===== src/core/grab_pkg.sv =====
// Constants for the capture-position, snapshot and line-control bank
// Notes on behaviour
// - Field capture index sits in bits 6-4.
// - Line capture index msb sits in bit 3.
// - Pixel capture index top bits sit 2-0.
// - Snapshot registers 34-3C ignore host writes.
// - Green/luma low bits in 37 bits 5-4.
// - Blue/U low bits in 37 bits 3-2.
// - Red/V low bits in 37 bits 1-0.
// - Processed luma low bits in 3C bits 7-6.
// - Mixed sync low bits in 3C bits 5-4.
// - U difference low bits in 3C bits 3-2.
// - V difference low bits in 3C bits 1-0.
// - Sequential address increment stops at 3F.
// - Extension high: NTSC V flag through line 20.
// - Extension low: NTSC V flag to line 16.
// - Extension bit ignored when decoding PAL.
// - Bypass high: no pedestal removal, LINE_IDENTIFIER 0-6.
// - Bits 5-3 pass field-0 caption lines flat.
// - Bits 2-0 pass field-1 caption lines flat.
// - Phase register returns top eight sine bits.
// - Enabled: capture once per line at index.
// - Line flag set on capture; host clears it.
package grab_pkg;

  // ****************************************
  // Register offsets
  // ****************************************
  localparam logic [7:0] ADDR_CAPTURE_CONTROL  = 8'h30;
  localparam logic [7:0] ADDR_PIXEL_INDEX_LOW  = 8'h31;
  localparam logic [7:0] ADDR_LINE_INDEX_LOW   = 8'h32;
  localparam logic [7:0] ADDR_CAPTURE_POS_HIGH = 8'h33;
  localparam logic [7:0] ADDR_GREEN_HIGH       = 8'h34;
  localparam logic [7:0] ADDR_BLUE_HIGH        = 8'h35;
  localparam logic [7:0] ADDR_RED_HIGH         = 8'h36;
  localparam logic [7:0] ADDR_COLOUR_LOW       = 8'h37;
  localparam logic [7:0] ADDR_LUMA_HIGH        = 8'h38;
  localparam logic [7:0] ADDR_SYNC_HIGH        = 8'h39;
  localparam logic [7:0] ADDR_CB_HIGH          = 8'h3a;
  localparam logic [7:0] ADDR_CR_HIGH          = 8'h3b;
  localparam logic [7:0] ADDR_COMPONENT_LOW    = 8'h3c;
  localparam logic [7:0] ADDR_TEST_FIRST       = 8'h3d;
  localparam logic [7:0] ADDR_TEST_SECOND      = 8'h3e;
  localparam logic [7:0] ADDR_VBI_CONTROL      = 8'h3f;
  localparam logic [7:0] ADDR_PHASE_READBACK   = 8'h40;
  localparam logic [7:0] ADDR_INCREMENT_LIMIT  = 8'h3f;

  // ****************************************
  // Field positions and reset values
  // ****************************************
  localparam logic [7:0] REG_RESET      = 8'h00;
  localparam int CTRL_LINE_FLAG_BIT     = 6;
  localparam int CTRL_LINE_ENABLE_BIT   = 5;
  localparam int CTRL_PIXEL_ENABLE_BIT  = 1;
  localparam int POS_FIELD_HI           = 6;
  localparam int POS_FIELD_LO           = 4;
  localparam int POS_LINE_MSB           = 3;
  localparam int POS_PIXEL_HI           = 2;
  localparam int VBI_EXTEND_BIT         = 7;
  localparam int VBI_SETUP_BYPASS_BIT   = 6;
  localparam int CAPTION_BITS           = 6;

  // ****************************************
  // Snapshot channels
  // ****************************************
  localparam int SAMPLE_W  = 10;
  localparam int NUM_CH    = 7;
  localparam int CH_GREEN  = 0;
  localparam int CH_BLUE   = 1;
  localparam int CH_RED    = 2;
  localparam int CH_LUMA   = 3;
  localparam int CH_SYNC   = 4;
  localparam int CH_CB     = 5;
  localparam int CH_CR     = 6;

  // ****************************************
  // Vertical interval line numbers
  // ****************************************
  localparam logic [9:0] NTSC_V_LAST_NORMAL = 10'd16;
  localparam logic [9:0] NTSC_V_LAST_EXT    = 10'd20;
  localparam logic [4:0] SETUP_LID_LAST     = 5'h06;
  // Element b serves caption bit b
  localparam logic [9:0] NTSC_CAPTION_LINE [CAPTION_BITS] =
    '{10'd285, 10'd284, 10'd283, 10'd23, 10'd22, 10'd21};
  localparam logic [9:0] PAL_CAPTION_LINE [CAPTION_BITS] =
    '{10'd336, 10'd335, 10'd334, 10'd24, 10'd23, 10'd22};

endpackage


===== src/core/snapshot_if.sv =====
// Sample bus between the register bank and the snapshot store
`timescale 1ns/1ps
interface snapshot_if;
  logic [grab_pkg::SAMPLE_W-1:0] sample [grab_pkg::NUM_CH];
  logic [grab_pkg::SAMPLE_W-1:0] held   [grab_pkg::NUM_CH];
  logic                          capture;
  modport feed  (output sample, output capture, input held);
  modport store (input sample, input capture, output held);
endinterface


===== src/core/snapshot_store.sv =====
// Holds one captured sample per channel
`timescale 1ns/1ps
module snapshot_store
(
  input  wire logic   clock_in,
  input  wire logic   sys_rst_in,
  snapshot_if.store   snap
);

  // ****************************************
  // One shared strobe for every channel
  // ****************************************
  // A single enable keeps high and low parts of a read coherent
  for (genvar ch = 0; ch < grab_pkg::NUM_CH; ch++)
  begin : g_ch
    logic [grab_pkg::SAMPLE_W-1:0] held_q;
    always_ff @(posedge clock_in or posedge sys_rst_in)
    begin
      if (sys_rst_in)
        held_q <= '0;
      else if (snap.capture)
        held_q <= snap.sample[ch];
    end
    assign snap.held[ch] = held_q;
  end

endmodule


===== src/core/vbi_line_control.sv =====
// Timing reference V flag, pedestal bypass and caption passthrough
`timescale 1ns/1ps
module vbi_line_control
(
  input  wire logic                           clock_in,
  input  wire logic                           sys_rst_in,
  input  wire logic [7:0]                     vbi_control_in,
  input  wire logic                           pal_mode_in,
  input  wire logic                           vblank_in,
  input  wire logic [9:0]                     line_in_field_in,
  input  wire logic [9:0]                     frame_line_in,
  input  wire logic [4:0]                     line_identifier_in,
  output logic                                trs_v_flag_out,
  output logic                                setup_strip_bypass_out,
  output logic                                caption_flat_out
);

  // ****************************************
  // Line decode
  // ****************************************
  wire       extend   = vbi_control_in[grab_pkg::VBI_EXTEND_BIT];
  wire [9:0] v_last   = extend ? grab_pkg::NTSC_V_LAST_EXT
                               : grab_pkg::NTSC_V_LAST_NORMAL;
  wire       ntsc_v   = (line_in_field_in <= v_last);
  // PAL keeps the timing generator's own flag
  wire       v_next   = pal_mode_in ? vblank_in : ntsc_v;
  wire       setup_lid = vbi_control_in[grab_pkg::VBI_SETUP_BYPASS_BIT]
                      & (line_identifier_in <= grab_pkg::SETUP_LID_LAST);

  logic [grab_pkg::CAPTION_BITS-1:0] hit;
  for (genvar b = 0; b < grab_pkg::CAPTION_BITS; b++)
  begin : g_cap
    wire [9:0] target = pal_mode_in ? grab_pkg::PAL_CAPTION_LINE[b]
                                    : grab_pkg::NTSC_CAPTION_LINE[b];
    assign hit[b] = vbi_control_in[b]
                  & (frame_line_in == target);
  end
  wire flat_next = |hit;

  // ****************************************
  // Registered outputs
  // ****************************************
  always_ff @(posedge clock_in or posedge sys_rst_in)
  begin
    if (sys_rst_in)
    begin
      trs_v_flag_out         <= 1'b0;
      setup_strip_bypass_out <= 1'b0;
      caption_flat_out       <= 1'b0;
    end
    else
    begin
      trs_v_flag_out         <= v_next;
      // Flat caption lines also skip pedestal removal
      setup_strip_bypass_out <= setup_lid | flat_next;
      caption_flat_out       <= flat_next;
    end
  end

endmodule


===== src/core/video_grab_regs.sv =====
// Capture position, sample snapshot and line control register bank
//
// The strobed register port was chosen for this implementation.
`timescale 1ns/1ps
module video_grab_regs
(
  input  wire logic        clock_in,
  input  wire logic        sys_rst_in,
  input  wire logic [7:0]  reg_addr_in,
  input  wire logic [7:0]  reg_wdata_in,
  input  wire logic        reg_wr_in,
  input  wire logic        reg_rd_in,
  input  wire logic        reg_seq_in,
  output logic      [7:0]  reg_rdata_out,
  input  wire logic [10:0] pixel_count_in,
  input  wire logic [8:0]  line_count_in,
  input  wire logic [2:0]  field_count_in,
  input  wire logic [9:0]  green_luma_capture_in,
  input  wire logic [9:0]  blue_diff_capture_in,
  input  wire logic [9:0]  red_diff_capture_in,
  input  wire logic [9:0]  luma_processor_stage_in,
  input  wire logic [9:0]  mixed_sync_in,
  input  wire logic [9:0]  cb_diff_in,
  input  wire logic [9:0]  cr_diff_in,
  input  wire logic [9:0]  oscillator_sine_in,
  input  wire logic        pal_mode_in,
  input  wire logic        vblank_in,
  input  wire logic [9:0]  line_in_field_in,
  input  wire logic [9:0]  frame_line_in,
  input  wire logic [4:0]  line_identifier_in,
  output logic             line_freeze_out,
  output logic             trs_v_flag_out,
  output logic             setup_strip_bypass_out,
  output logic             caption_flat_out
);

  // ****************************************
  // Address selection and auto increment
  // ****************************************
  logic [7:0] next_addr_q;
  wire  [7:0] acc_addr = reg_seq_in ? next_addr_q : reg_addr_in;
  wire        access   = reg_wr_in | reg_rd_in;
  // Pointer parks on the last control register
  wire  [7:0] inc_addr = (acc_addr >= grab_pkg::ADDR_INCREMENT_LIMIT)
                       ? acc_addr : acc_addr + 8'h01;

  always_ff @(posedge clock_in or posedge sys_rst_in)
  begin
    if (sys_rst_in)
      next_addr_q <= grab_pkg::REG_RESET;
    else if (access)
      next_addr_q <= inc_addr;
  end

  wire  [8:0] wr_sel   = {reg_wr_in, acc_addr};
  function automatic logic hits(input logic [8:0] a,
                                input logic [7:0] target);
    hits = (a == {1'b1, target});
  endfunction

  // ****************************************
  // Writable registers
  // ****************************************
  logic [7:0] capture_control_q;
  logic [7:0] pixel_index_low_q;
  logic [7:0] line_index_low_q;
  logic [7:0] capture_position_high_q;
  logic [7:0] test_control_first_q;
  logic [7:0] test_control_second_q;
  logic [7:0] vbi_line_control_q;

  wire wr_ctrl  = hits(wr_sel, grab_pkg::ADDR_CAPTURE_CONTROL);
  wire wr_plow  = hits(wr_sel, grab_pkg::ADDR_PIXEL_INDEX_LOW);
  wire wr_llow  = hits(wr_sel, grab_pkg::ADDR_LINE_INDEX_LOW);
  wire wr_pos   = hits(wr_sel, grab_pkg::ADDR_CAPTURE_POS_HIGH);
  wire wr_test1 = hits(wr_sel, grab_pkg::ADDR_TEST_FIRST);
  wire wr_test2 = hits(wr_sel, grab_pkg::ADDR_TEST_SECOND);
  wire wr_vbi   = hits(wr_sel, grab_pkg::ADDR_VBI_CONTROL);
  // No write decode for 34-3C or 40

  // ****************************************
  // Capture index fields
  // ****************************************
  wire [2:0]  field_capture_index =
    capture_position_high_q[grab_pkg::POS_FIELD_HI:grab_pkg::POS_FIELD_LO];
  wire [8:0]  line_capture_index  =
    {capture_position_high_q[grab_pkg::POS_LINE_MSB],
     line_index_low_q};
  wire [10:0] pixel_capture_index =
    {capture_position_high_q[grab_pkg::POS_PIXEL_HI:0],
     pixel_index_low_q};

  wire pixel_capture_enable =
    capture_control_q[grab_pkg::CTRL_PIXEL_ENABLE_BIT];
  wire line_capture_enable  =
    capture_control_q[grab_pkg::CTRL_LINE_ENABLE_BIT];
  wire line_capture_flag    =
    capture_control_q[grab_pkg::CTRL_LINE_FLAG_BIT];

  // ****************************************
  // Capture events
  // ****************************************
  // Pixel match fires once per line; disabled means samples hold
  wire pixel_hit   = pixel_capture_enable
                   & (pixel_count_in == pixel_capture_index);
  // A new line is taken only while the flag is clear
  wire line_hit    = line_capture_enable & ~line_capture_flag
                   & (pixel_count_in == 11'h000)
                   & (line_count_in == line_capture_index)
                   & (field_count_in == field_capture_index);

  // Hardware set wins over a host clear in the same cycle
  wire       flag_next = line_hit
                       | (wr_ctrl
                          ? reg_wdata_in[grab_pkg::CTRL_LINE_FLAG_BIT]
                            & line_capture_flag
                          : line_capture_flag);
  wire [7:0] ctrl_next = wr_ctrl ? reg_wdata_in : capture_control_q;

  always_ff @(posedge clock_in or posedge sys_rst_in)
  begin
    if (sys_rst_in)
    begin
      capture_control_q       <= grab_pkg::REG_RESET;
      pixel_index_low_q       <= grab_pkg::REG_RESET;
      line_index_low_q        <= grab_pkg::REG_RESET;
      capture_position_high_q <= grab_pkg::REG_RESET;
      test_control_first_q    <= grab_pkg::REG_RESET;
      test_control_second_q   <= grab_pkg::REG_RESET;
      vbi_line_control_q      <= grab_pkg::REG_RESET;
      line_freeze_out         <= 1'b0;
    end
    else
    begin
      capture_control_q <= {ctrl_next[7],
                            flag_next,
                            ctrl_next[5:0]};
      if (wr_plow)
        pixel_index_low_q <= reg_wdata_in;
      if (wr_llow)
        line_index_low_q <= reg_wdata_in;
      if (wr_pos)
        capture_position_high_q <= {1'b0, reg_wdata_in[6:0]};
      // Stored only; the host is expected to keep these at zero
      if (wr_test1)
        test_control_first_q <= reg_wdata_in;
      if (wr_test2)
        test_control_second_q <= reg_wdata_in;
      if (wr_vbi)
        vbi_line_control_q <= reg_wdata_in;
      line_freeze_out <= line_hit;
    end
  end

  // ****************************************
  // Snapshot store
  // ****************************************
  snapshot_if snap ();

  assign snap.capture                 = pixel_hit;
  assign snap.sample[grab_pkg::CH_GREEN] = green_luma_capture_in;
  assign snap.sample[grab_pkg::CH_BLUE]  = blue_diff_capture_in;
  assign snap.sample[grab_pkg::CH_RED]   = red_diff_capture_in;
  assign snap.sample[grab_pkg::CH_LUMA]  = luma_processor_stage_in;
  assign snap.sample[grab_pkg::CH_SYNC]  = mixed_sync_in;
  assign snap.sample[grab_pkg::CH_CB]    = cb_diff_in;
  assign snap.sample[grab_pkg::CH_CR]    = cr_diff_in;

  snapshot_store u_store
  (
    .clock_in   (clock_in),
    .sys_rst_in (sys_rst_in),
    .snap       (snap.store)
  );

  wire [9:0] g_s = snap.held[grab_pkg::CH_GREEN];
  wire [9:0] b_s = snap.held[grab_pkg::CH_BLUE];
  wire [9:0] r_s = snap.held[grab_pkg::CH_RED];
  wire [9:0] y_s = snap.held[grab_pkg::CH_LUMA];
  wire [9:0] m_s = snap.held[grab_pkg::CH_SYNC];
  wire [9:0] u_s = snap.held[grab_pkg::CH_CB];
  wire [9:0] v_s = snap.held[grab_pkg::CH_CR];

  // Reserved top pair of the colour low register reads zero
  wire [7:0] colour_low    = {2'b00,
                              g_s[1:0],
                              b_s[1:0],
                              r_s[1:0]};
  wire [7:0] component_low = {y_s[1:0],
                              m_s[1:0],
                              u_s[1:0],
                              v_s[1:0]};

  // ****************************************
  // Vertical interval control
  // ****************************************
  vbi_line_control u_vbi
  (
    .clock_in               (clock_in),
    .sys_rst_in             (sys_rst_in),
    .vbi_control_in         (vbi_line_control_q),
    .pal_mode_in            (pal_mode_in),
    .vblank_in              (vblank_in),
    .line_in_field_in       (line_in_field_in),
    .frame_line_in          (frame_line_in),
    .line_identifier_in     (line_identifier_in),
    .trs_v_flag_out         (trs_v_flag_out),
    .setup_strip_bypass_out (setup_strip_bypass_out),
    .caption_flat_out       (caption_flat_out)
  );

  // ****************************************
  // Read selection
  // ****************************************
  logic [7:0] rd_value;
  always_comb
  begin
    unique case (acc_addr)
      grab_pkg::ADDR_CAPTURE_CONTROL:  rd_value = capture_control_q;
      grab_pkg::ADDR_PIXEL_INDEX_LOW:  rd_value = pixel_index_low_q;
      grab_pkg::ADDR_LINE_INDEX_LOW:   rd_value = line_index_low_q;
      grab_pkg::ADDR_CAPTURE_POS_HIGH: rd_value = capture_position_high_q;
      grab_pkg::ADDR_GREEN_HIGH:       rd_value = g_s[9:2];
      grab_pkg::ADDR_BLUE_HIGH:        rd_value = b_s[9:2];
      grab_pkg::ADDR_RED_HIGH:         rd_value = r_s[9:2];
      grab_pkg::ADDR_COLOUR_LOW:       rd_value = colour_low;
      grab_pkg::ADDR_LUMA_HIGH:        rd_value = y_s[9:2];
      grab_pkg::ADDR_SYNC_HIGH:        rd_value = m_s[9:2];
      grab_pkg::ADDR_CB_HIGH:          rd_value = u_s[9:2];
      grab_pkg::ADDR_CR_HIGH:          rd_value = v_s[9:2];
      grab_pkg::ADDR_COMPONENT_LOW:    rd_value = component_low;
      grab_pkg::ADDR_TEST_FIRST:       rd_value = test_control_first_q;
      grab_pkg::ADDR_TEST_SECOND:      rd_value = test_control_second_q;
      grab_pkg::ADDR_VBI_CONTROL:      rd_value = vbi_line_control_q;
      // Live phase, sampled on the read strobe
      grab_pkg::ADDR_PHASE_READBACK:   rd_value = oscillator_sine_in[9:2];
      default:                         rd_value = 8'h00;
    endcase
  end

  // Read data stands only in the cycle after the strobe
  always_ff @(posedge clock_in or posedge sys_rst_in)
  begin
    if (sys_rst_in)
      reg_rdata_out <= 8'h00;
    else
      reg_rdata_out <= reg_rd_in ? rd_value : 8'h00;
  end

endmodule


===== config.mk =====
export PLATFORM = sky130hd
export DESIGN_NAME = video_grab_regs
export DESIGN_NICKNAME = d
export VERILOG_FILES = /design/src/core/grab_pkg.sv /design/src/core/snapshot_if.sv /design/src/core/snapshot_store.sv /design/src/core/vbi_line_control.sv /design/src/core/video_grab_regs.sv
export SDC_FILE = /design/constraint.sdc
export NUM_CORES = 1
export LEC_CHECK = 0
export BUFFER_PORTS_ARGS = -buffer_cell sky130_fd_sc_hd__buf_2
export CORE_ASPECT_RATIO = 0.8
export CORE_MARGIN = 3
export CORE_UTILIZATION = 55
export CTS_CLUSTER_SIZE = 28
export DETAILED_ROUTE_END_ITERATION = 6
export PLACE_DENSITY_LB_ADDON = 0.12
export SLEW_MARGIN = 20
export SYNTH_ARGS = -nofsm -noshare
export SYNTH_HDL_FRONTEND = slang
export SYNTH_SLANG_ARGS = --single-unit

===== constraint.sdc =====
create_clock -name clock_in -period 5.4 [get_ports clock_in]
set_input_delay 0.27 -clock clock_in [delete_from_list [all_inputs] [get_ports clock_in]]
set_output_delay 0.27 -clock clock_in [all_outputs]
set_load 0.02 [all_outputs]

==> results of run 1 <==
[logic make-up after synthesis]
group / Yosys count / synth area share [%]
DFF: 145 / 48.3
and+or+nand+nor: 136 / 10.5
AOI/OAI and AO/OA: 135 / 14.5
muxes: 135 / 20.1
buffers and inverters: 40 / 2.66
xor gates and xnor gates: 27 / 3.14
adders and majority gates: 5 / 0.832
[cells in the final DEF, fill, tap and decap left out, types with 14 or more instances in the layout]
master,count
nor2_1,28
dfrtp_1,145
a22oi_1,20
buf_2,160
a22o_1,18
o21ai_0,16
mux2_2,127
nand2_1,25
xnor2_1,25
clkbuf_16,17
a32oi_1,14
[power groups by stage]
stage                     clock, mW  sequential, mW  combinational, mW
after floorplan                   0            1.17              0.210
after global placement            0            1.19              0.327
after detailed placement          0            1.19              0.340
after CTS                      1.26            1.17              0.343
after global routing           1.31            1.18              0.372
final                          1.26            1.17              0.348
[cell type report]
cell class,count,area [µm²],area share [%]
clock buffer,18,429,4.76
clock inverter,14,191,2.12
sequential,145,3630,40.2
inverter,6,27.5,0.305
timing repair buffer,164,831,9.21
multi-input combinational,438,3700,41.0
tap,175,219,2.43
[worst paths after layout]
check | slack [ns] | endpoint | startpoint | cells past startpoint
worst min register to register | 0.49 | next_addr_q[0]$_DFFE_PP0P_ | next_addr_q[0]$_DFFE_PP0P_ | 2
worst min-delay path | -0.01 | u_store.g_ch[4].held_q[5]$_DFFE_PP0P_ | sys_rst_in | 2
min in group clock_in | 0.06 | u_vbi.trs_v_flag_out$_DFF_PP0_ | vblank_in | 3
worst max-delay path | 2.01 | reg_rdata_out[3]$_DFF_PP0_ | reg_seq_in | 9
max in group asynchronous | 4.17 | u_store.g_ch[6].held_q[6]$_DFFE_PP0P_ | sys_rst_in | 3
worst max register to register | 2.03 | reg_rdata_out[3]$_DFF_PP0_ | next_addr_q[1]$_DFFE_PP0P_ | 8
[layer usage]
metal,vias to the layer above,share of wire [%]
met5,-,0
met1,3073,41
met4,0,2.3
met2,369,47
li1,2686,-
met3,47,10
[registers in the layout (all words and copies together), names as in the netlist, 7 cells and up]
signal / count
reg_rdata_out: 8
vbi_line_control_q: 8
capture_position_high_q: 7
pixel_index_low_q: 8
line_index_low_q: 8
test_control_second_q: 8
next_addr_q: 8
u_store.g_ch.held_q: 70
capture_control_q: 8
test_control_first_q: 8
[metrics by stage]
step	worst slack [ns]	cell area [µm²]	hold slack (ns)	std cells
after floorplan	1.24	7520	0.387	623
after global placement	1.91	8400	0.464	928
after detailed placement	1.81	8400	0.483	928
after CTS	2.23	9020	0.0421	960
after global routing	1.92	9020	0.0599	960
final	2.01	9020	-0.0103	960
[critical path: stages]
cell and delay [ns]:
buf_2 0.43, mux2i_1 0.58, inv_1 0.18, ha_1 0.63
a22o_1 0.41, a221oi_1 0.56, o22ai_1 0.19, a21o_1 0.19
o31a_1 0.23
[synthesized netlist by cell type, types with 10 or more instances]
cell      instances  area (µm²)
dfrtp_1         145        3630
mux2_2          127        1430
nor2_1           28         105
nand2_1          25        93.8
xnor2_1          25         219
a22oi_1          20         150
a22o_1           18         158
o21ai_0          16        80.1
clkbuf_1         15        56.3
a32oi_1          14         123
buf_2            13        65.1
nand3_1          11        55.1
nand4_1          10        62.6
==> impl_metrics.json, run 1 <==
{
  "rsz0062_at_grt": "no",
  "worstPathMaxFanout": 33,
  "grt_use_total_pct": 29.6,
  "drt_iter0_markers": 726,
  "finalCriticalPeriod_ns": 3.39,
  "met1_usage_pct": 40.9,
  "crit_required_ns": 5.71,
  "postRouteAntennaNets": 0,
  "synth_area_per_cell_um2": 12.1,
  "synth-seq-cells": 145,
  "n_fill_cell": 977,
  "antennaDiodeCount": 0,
  "syn-num-nets": 779,
  "startpoint_type": "input pin",
  "groute.layer.met3.usage_pct": 7.10,
  "num_vias": 6175,
  "pwr-share-comb_pct": 12.5,
  "critPathArrivalTime_ns": 3.70,
  "synth_edf_count": 0,
  "power_frac_clock_pct": 45.3,
  "synth-main-ff-cell": "dfrtp_1",
  "worst_pin_slew_ns": 1.16,
  "wire_per_inst_um": 23.2,
  "end_kind": "flop",
  "cts_tree": "built",
  "htree_num_levels": 4,
  "leakagePower_nw": 4.33,
  "swShare_pct": 27.7,
  "peakVddDrop_v": 0.000227,
  "seqPwrFrac_pct": 42.2,
  "hold_ws_ns": -0.0103,
  "ios": 163,
  "clk_pin_slew_ns": 0.07,
  "power_density_mw_per_mm2": 308,
  "grtUsageMet2_pct": 46.0,
  "antenna_found_initial": 0,
  "place.gp.congestion": 0.948,
  "period_share_pct": 62.7,
  "drc": 6,
  "die_w_um": 137,
  "grt_pass1_wl_mm": 34.1,
  "wl_mm": 22.3,
  "maxSlewHeadroom_pct": 22.4,
  "nets": 928,
  "synth_cell_type_count": 79,
  "cts_made_buffers": 17,
  "drive_gt1_share_pct": 44.6,
  "via_per_inst": 6.43,
  "skew_ns": 0.00725,
  "grt_max_degree": 92,
  "grt.overflow.total": 0,
  "yosys_warnings": 0,
  "power.switching_mw": 0.769,
  "hp-class": "in -> async",
  "row_count": 37,
  "outcome": "finished, violations left",
  "clock_path_buffers": 2,
  "core_mm2": 0.0131,
  "crit_type": "in -> reg",
  "busiest_layer": "met2",
  "slew_viol_final": 0,
  "clockRootBuffer": "clkbuf_16",
  "grt_pass1_vias": 6171,
  "start_util_pct": 57.4,
  "cts_sinks": 145,
  "violations": "DRC, hold timing",
  "cts_hold_buf": 0,
  "die_area_mm2": 0.0151,
  "syn_area_mm2": 0.00752,
  "clock_latency_ns": 0.43,
  "total_power_mw": 2.78,
  "setup_viol": 0,
  "hpwl_mm": 16.0,
  "power.internal_mw": 2.01,
  "cts_resized": 0,
  "synth-async-reset-ratio_pct": 100,
  "synth_cells": 623,
  "drtPass1Iterations": 7,
  "final_util_pct": 68.9,
  "max_freq_mhz": 295,
  "maxCapViolCount": 0,
  "die_height_um": 111,
  "areaGrowthSynthToFinish_pct": 20.0,
  "cts_setup_buffers": 0,
  "setup_tns_ns": 0,
  "ys_seq_area_share_pct": 48.3,
  "hold_viol_final": 6,
  "port_buffers": 160
}
(Power assumes the default switching activity.)
==> run 2, diff against run 1 <==
Settings changed: CORE_UTILIZATION 55 to 50.
Clock period 5.4 ns to 2.7 ns, I/O delays scaled along.
==> run 2 against run 1 <==
Against the previous run:
- the run now ends clean
- utilization fell by 0.59 points
- largest cell class unchanged
- design area rose by 9.7%
- worst hold slack improved by 0.017 ns
- global-route usage fell by 0.38 points
- sequential share of layout area fell by 3.5 points
- routed wire length rose by 4.7%
- critical endpoint unchanged
- highest routed layer unchanged
- clock skew rose by 0.0030 ns
==> impl_metrics.json, run 2 (synthesized netlist as in run 1, its figures left out) <==
{
  "outcome": "finished clean",
  "row_count": 39,
  "worstPathCellList": "mux2i_1, inv_1, ha_1, a22o_1, a221oi_1, o22ai_1, a21o_1, o31a_1",
  "crit_required_ns": 3.02,
  "drtPass1Iterations": 6,
  "setup_viol": 0,
  "grt_use_total_pct": 29.2,
  "critPathTopFamily": "compound AO/OA/AOI/OAI gates",
  "die_area_mm2": 0.0166,
  "grt.overflow.total": 0,
  "slew_viol_final": 0,
  "largest_register_ffs": 70,
  "period_share_pct": 95.4,
  "drc": 0,
  "drive_gt1_share_pct": 42.5,
  "final_cell_mix": "160 x buf_2, 145 x dfrtp_1, 127 x mux2_2, 72 x dlygate4sd3_1, 28 x nor2_1",
  "setup_tns_ns": 0,
  "cts_tree": "built",
  "clock_path_buffers": 2,
  "grt_max_degree": 70,
  "regMostFlops": "u_store.g_ch.held_q",
  "grt_pass1_vias": 6609,
  "grt_pass1_wl_mm": 36.4,
  "drt_iter0_markers": 790,
  "worst_pin_slew_ns": 0.689,
  "slowest_stage": "a221oi_1",
  "maxSlewHeadroom_pct": 53.9,
  "htree_num_levels": 4,
  "antennaDiodeCount": 0,
  "die_height_um": 116,
  "slowest_delay_ns": 0.48,
  "clockRootBuffer": "clkbuf_16",
  "worstPathMaxFanout": 9,
  "cts_sinks": 145,
  "areaGrowthSynthToFinish_pct": 31.6,
  "clock_latency_ns": 0.43,
  "fin_ws_ns": 0.123,
  "via_per_inst": 6.05,
  "maxCapViolCount": 0,
  "core_mm2": 0.0145,
  "hpwl_mm": 16.7,
  "wire_per_inst_um": 22.0,
  "hp-class": "in -> reg",
  "finalCriticalPeriod_ns": 2.58,
  "wl_mm": 23.4,
  "layout_commonest_cell": "buf_2",
  "regArea_mm2": 0.00363,
  "cts_setup_buffers": 0,
  "port_buffers": 160,
  "crit_type": "reg -> reg",
  "dpl.cell_count": 960,
  "max_freq_mhz": 388,
  "rsz0062_at_grt": "no",
  "leakagePower_nw": 4.73,
  "crit_buf_inv": 1,
  "place_ws_ns": 0.195,
  "critPathArrivalTime_ns": 2.89,
  "clk_pin_slew_ns": 0.06,
  "peakVddDrop_v": 0.000401,
  "layoutNonFillerInstCount": 1064,
  "start_util_pct": 51.9,
  "antenna_found_initial": 0,
  "num_vias": 6442,
  "n_fill_cell": 1076,
  "startpoint_type": "flop",
  "place.gp.congestion": 0.971,
  "nets": 1023,
  "ios": 163,
  "postRouteAntennaNets": 0,
  "end_kind": "flop",
  "skew_ns": 0.0103,
  "die_w_um": 143,
  "multi_input_area_mm2": 0.00370,
  "cts_made_buffers": 17,
  "total_power_mw": 5.43,
  "hold_viol_final": 0,
  "power_density_mw_per_mm2": 549
}
run 2: power by group:
group,internal (mW),switching [mW]
combinational,0.379,0.445
clock,1.28,0.985
sequential,2.26,0.0887
total,3.91,1.52
run 2: final cells by class:
type                       instances  area share, %
inverter                           6          0.266
clock inverter                    14           1.30
sequential                       145           36.7
multi-input combinational        438           37.4
timing repair buffer             259           17.7
tap                              184           2.33
clock buffer                      18           4.34
run 2: what timing repair did:
action,4_1_cts,5_1_grt
hold buffers,72,0
gates resized for setup,0,1
setup endpoints to repair,0,1
hold endpoints to repair,97,0
run 2: worst paths after layout:
path,end,startpoint,depth (start not counted),slack [ns]
worst max register to register,reg_rdata_out[3]$_DFF_PP0_,next_addr_q[1]$_DFFE_PP0P_,8,0.12
worst min-delay path,u_vbi.trs_v_flag_out$_DFF_PP0_,line_in_field_in[9],4,0.007
max in group asynchronous,capture_position_high_q[4]$_DFFE_PP0N_,sys_rst_in,4,1.62
min in group asynchronous,u_store.g_ch[5].held_q[5]$_DFFE_PP0P_,sys_rst_in,3,0.35
worst max-delay path,reg_rdata_out[3]$_DFF_PP0_,next_addr_q[1]$_DFFE_PP0P_,8,0.12
worst min register to register,next_addr_q[1]$_DFFE_PP0P_,next_addr_q[1]$_DFFE_PP0P_,2,0.48
run 2: worst register-to-register path: stages (launching register included):
cell,delay (ns)
dfrtp_1,0.38
mux2i_1,0.21
inv_1,0.11
ha_1,0.40
a22o_1,0.30
a221oi_1,0.48
o22ai_1,0.18
a21o_1,0.18
o31a_1,0.23
run 2: routing by layer:
| layer | wire (µm) | share of wire, % | global-route usage, % |
|---|---|---|---|
| met5 | 0 | 0 | 0 |
| met4 | 499 | 2.1 | 8.87 |
| met3 | 1840 | 7.9 | 5.86 |
| met2 | 11200 | 48 | 47.4 |
| met1 | 9830 | 42 | 40.1 |
run 2: metrics by stage:
step                      utilization (%)  hold slack (ns)  area, µm²
after floorplan                         -            0.252       7520
after global placement               59.4            0.264       8610
after detailed placement             59.4            0.269       8610
after CTS                            68.2          0.00207       9890
after global routing                 68.3           0.0261       9900
final                                68.3          0.00657       9900
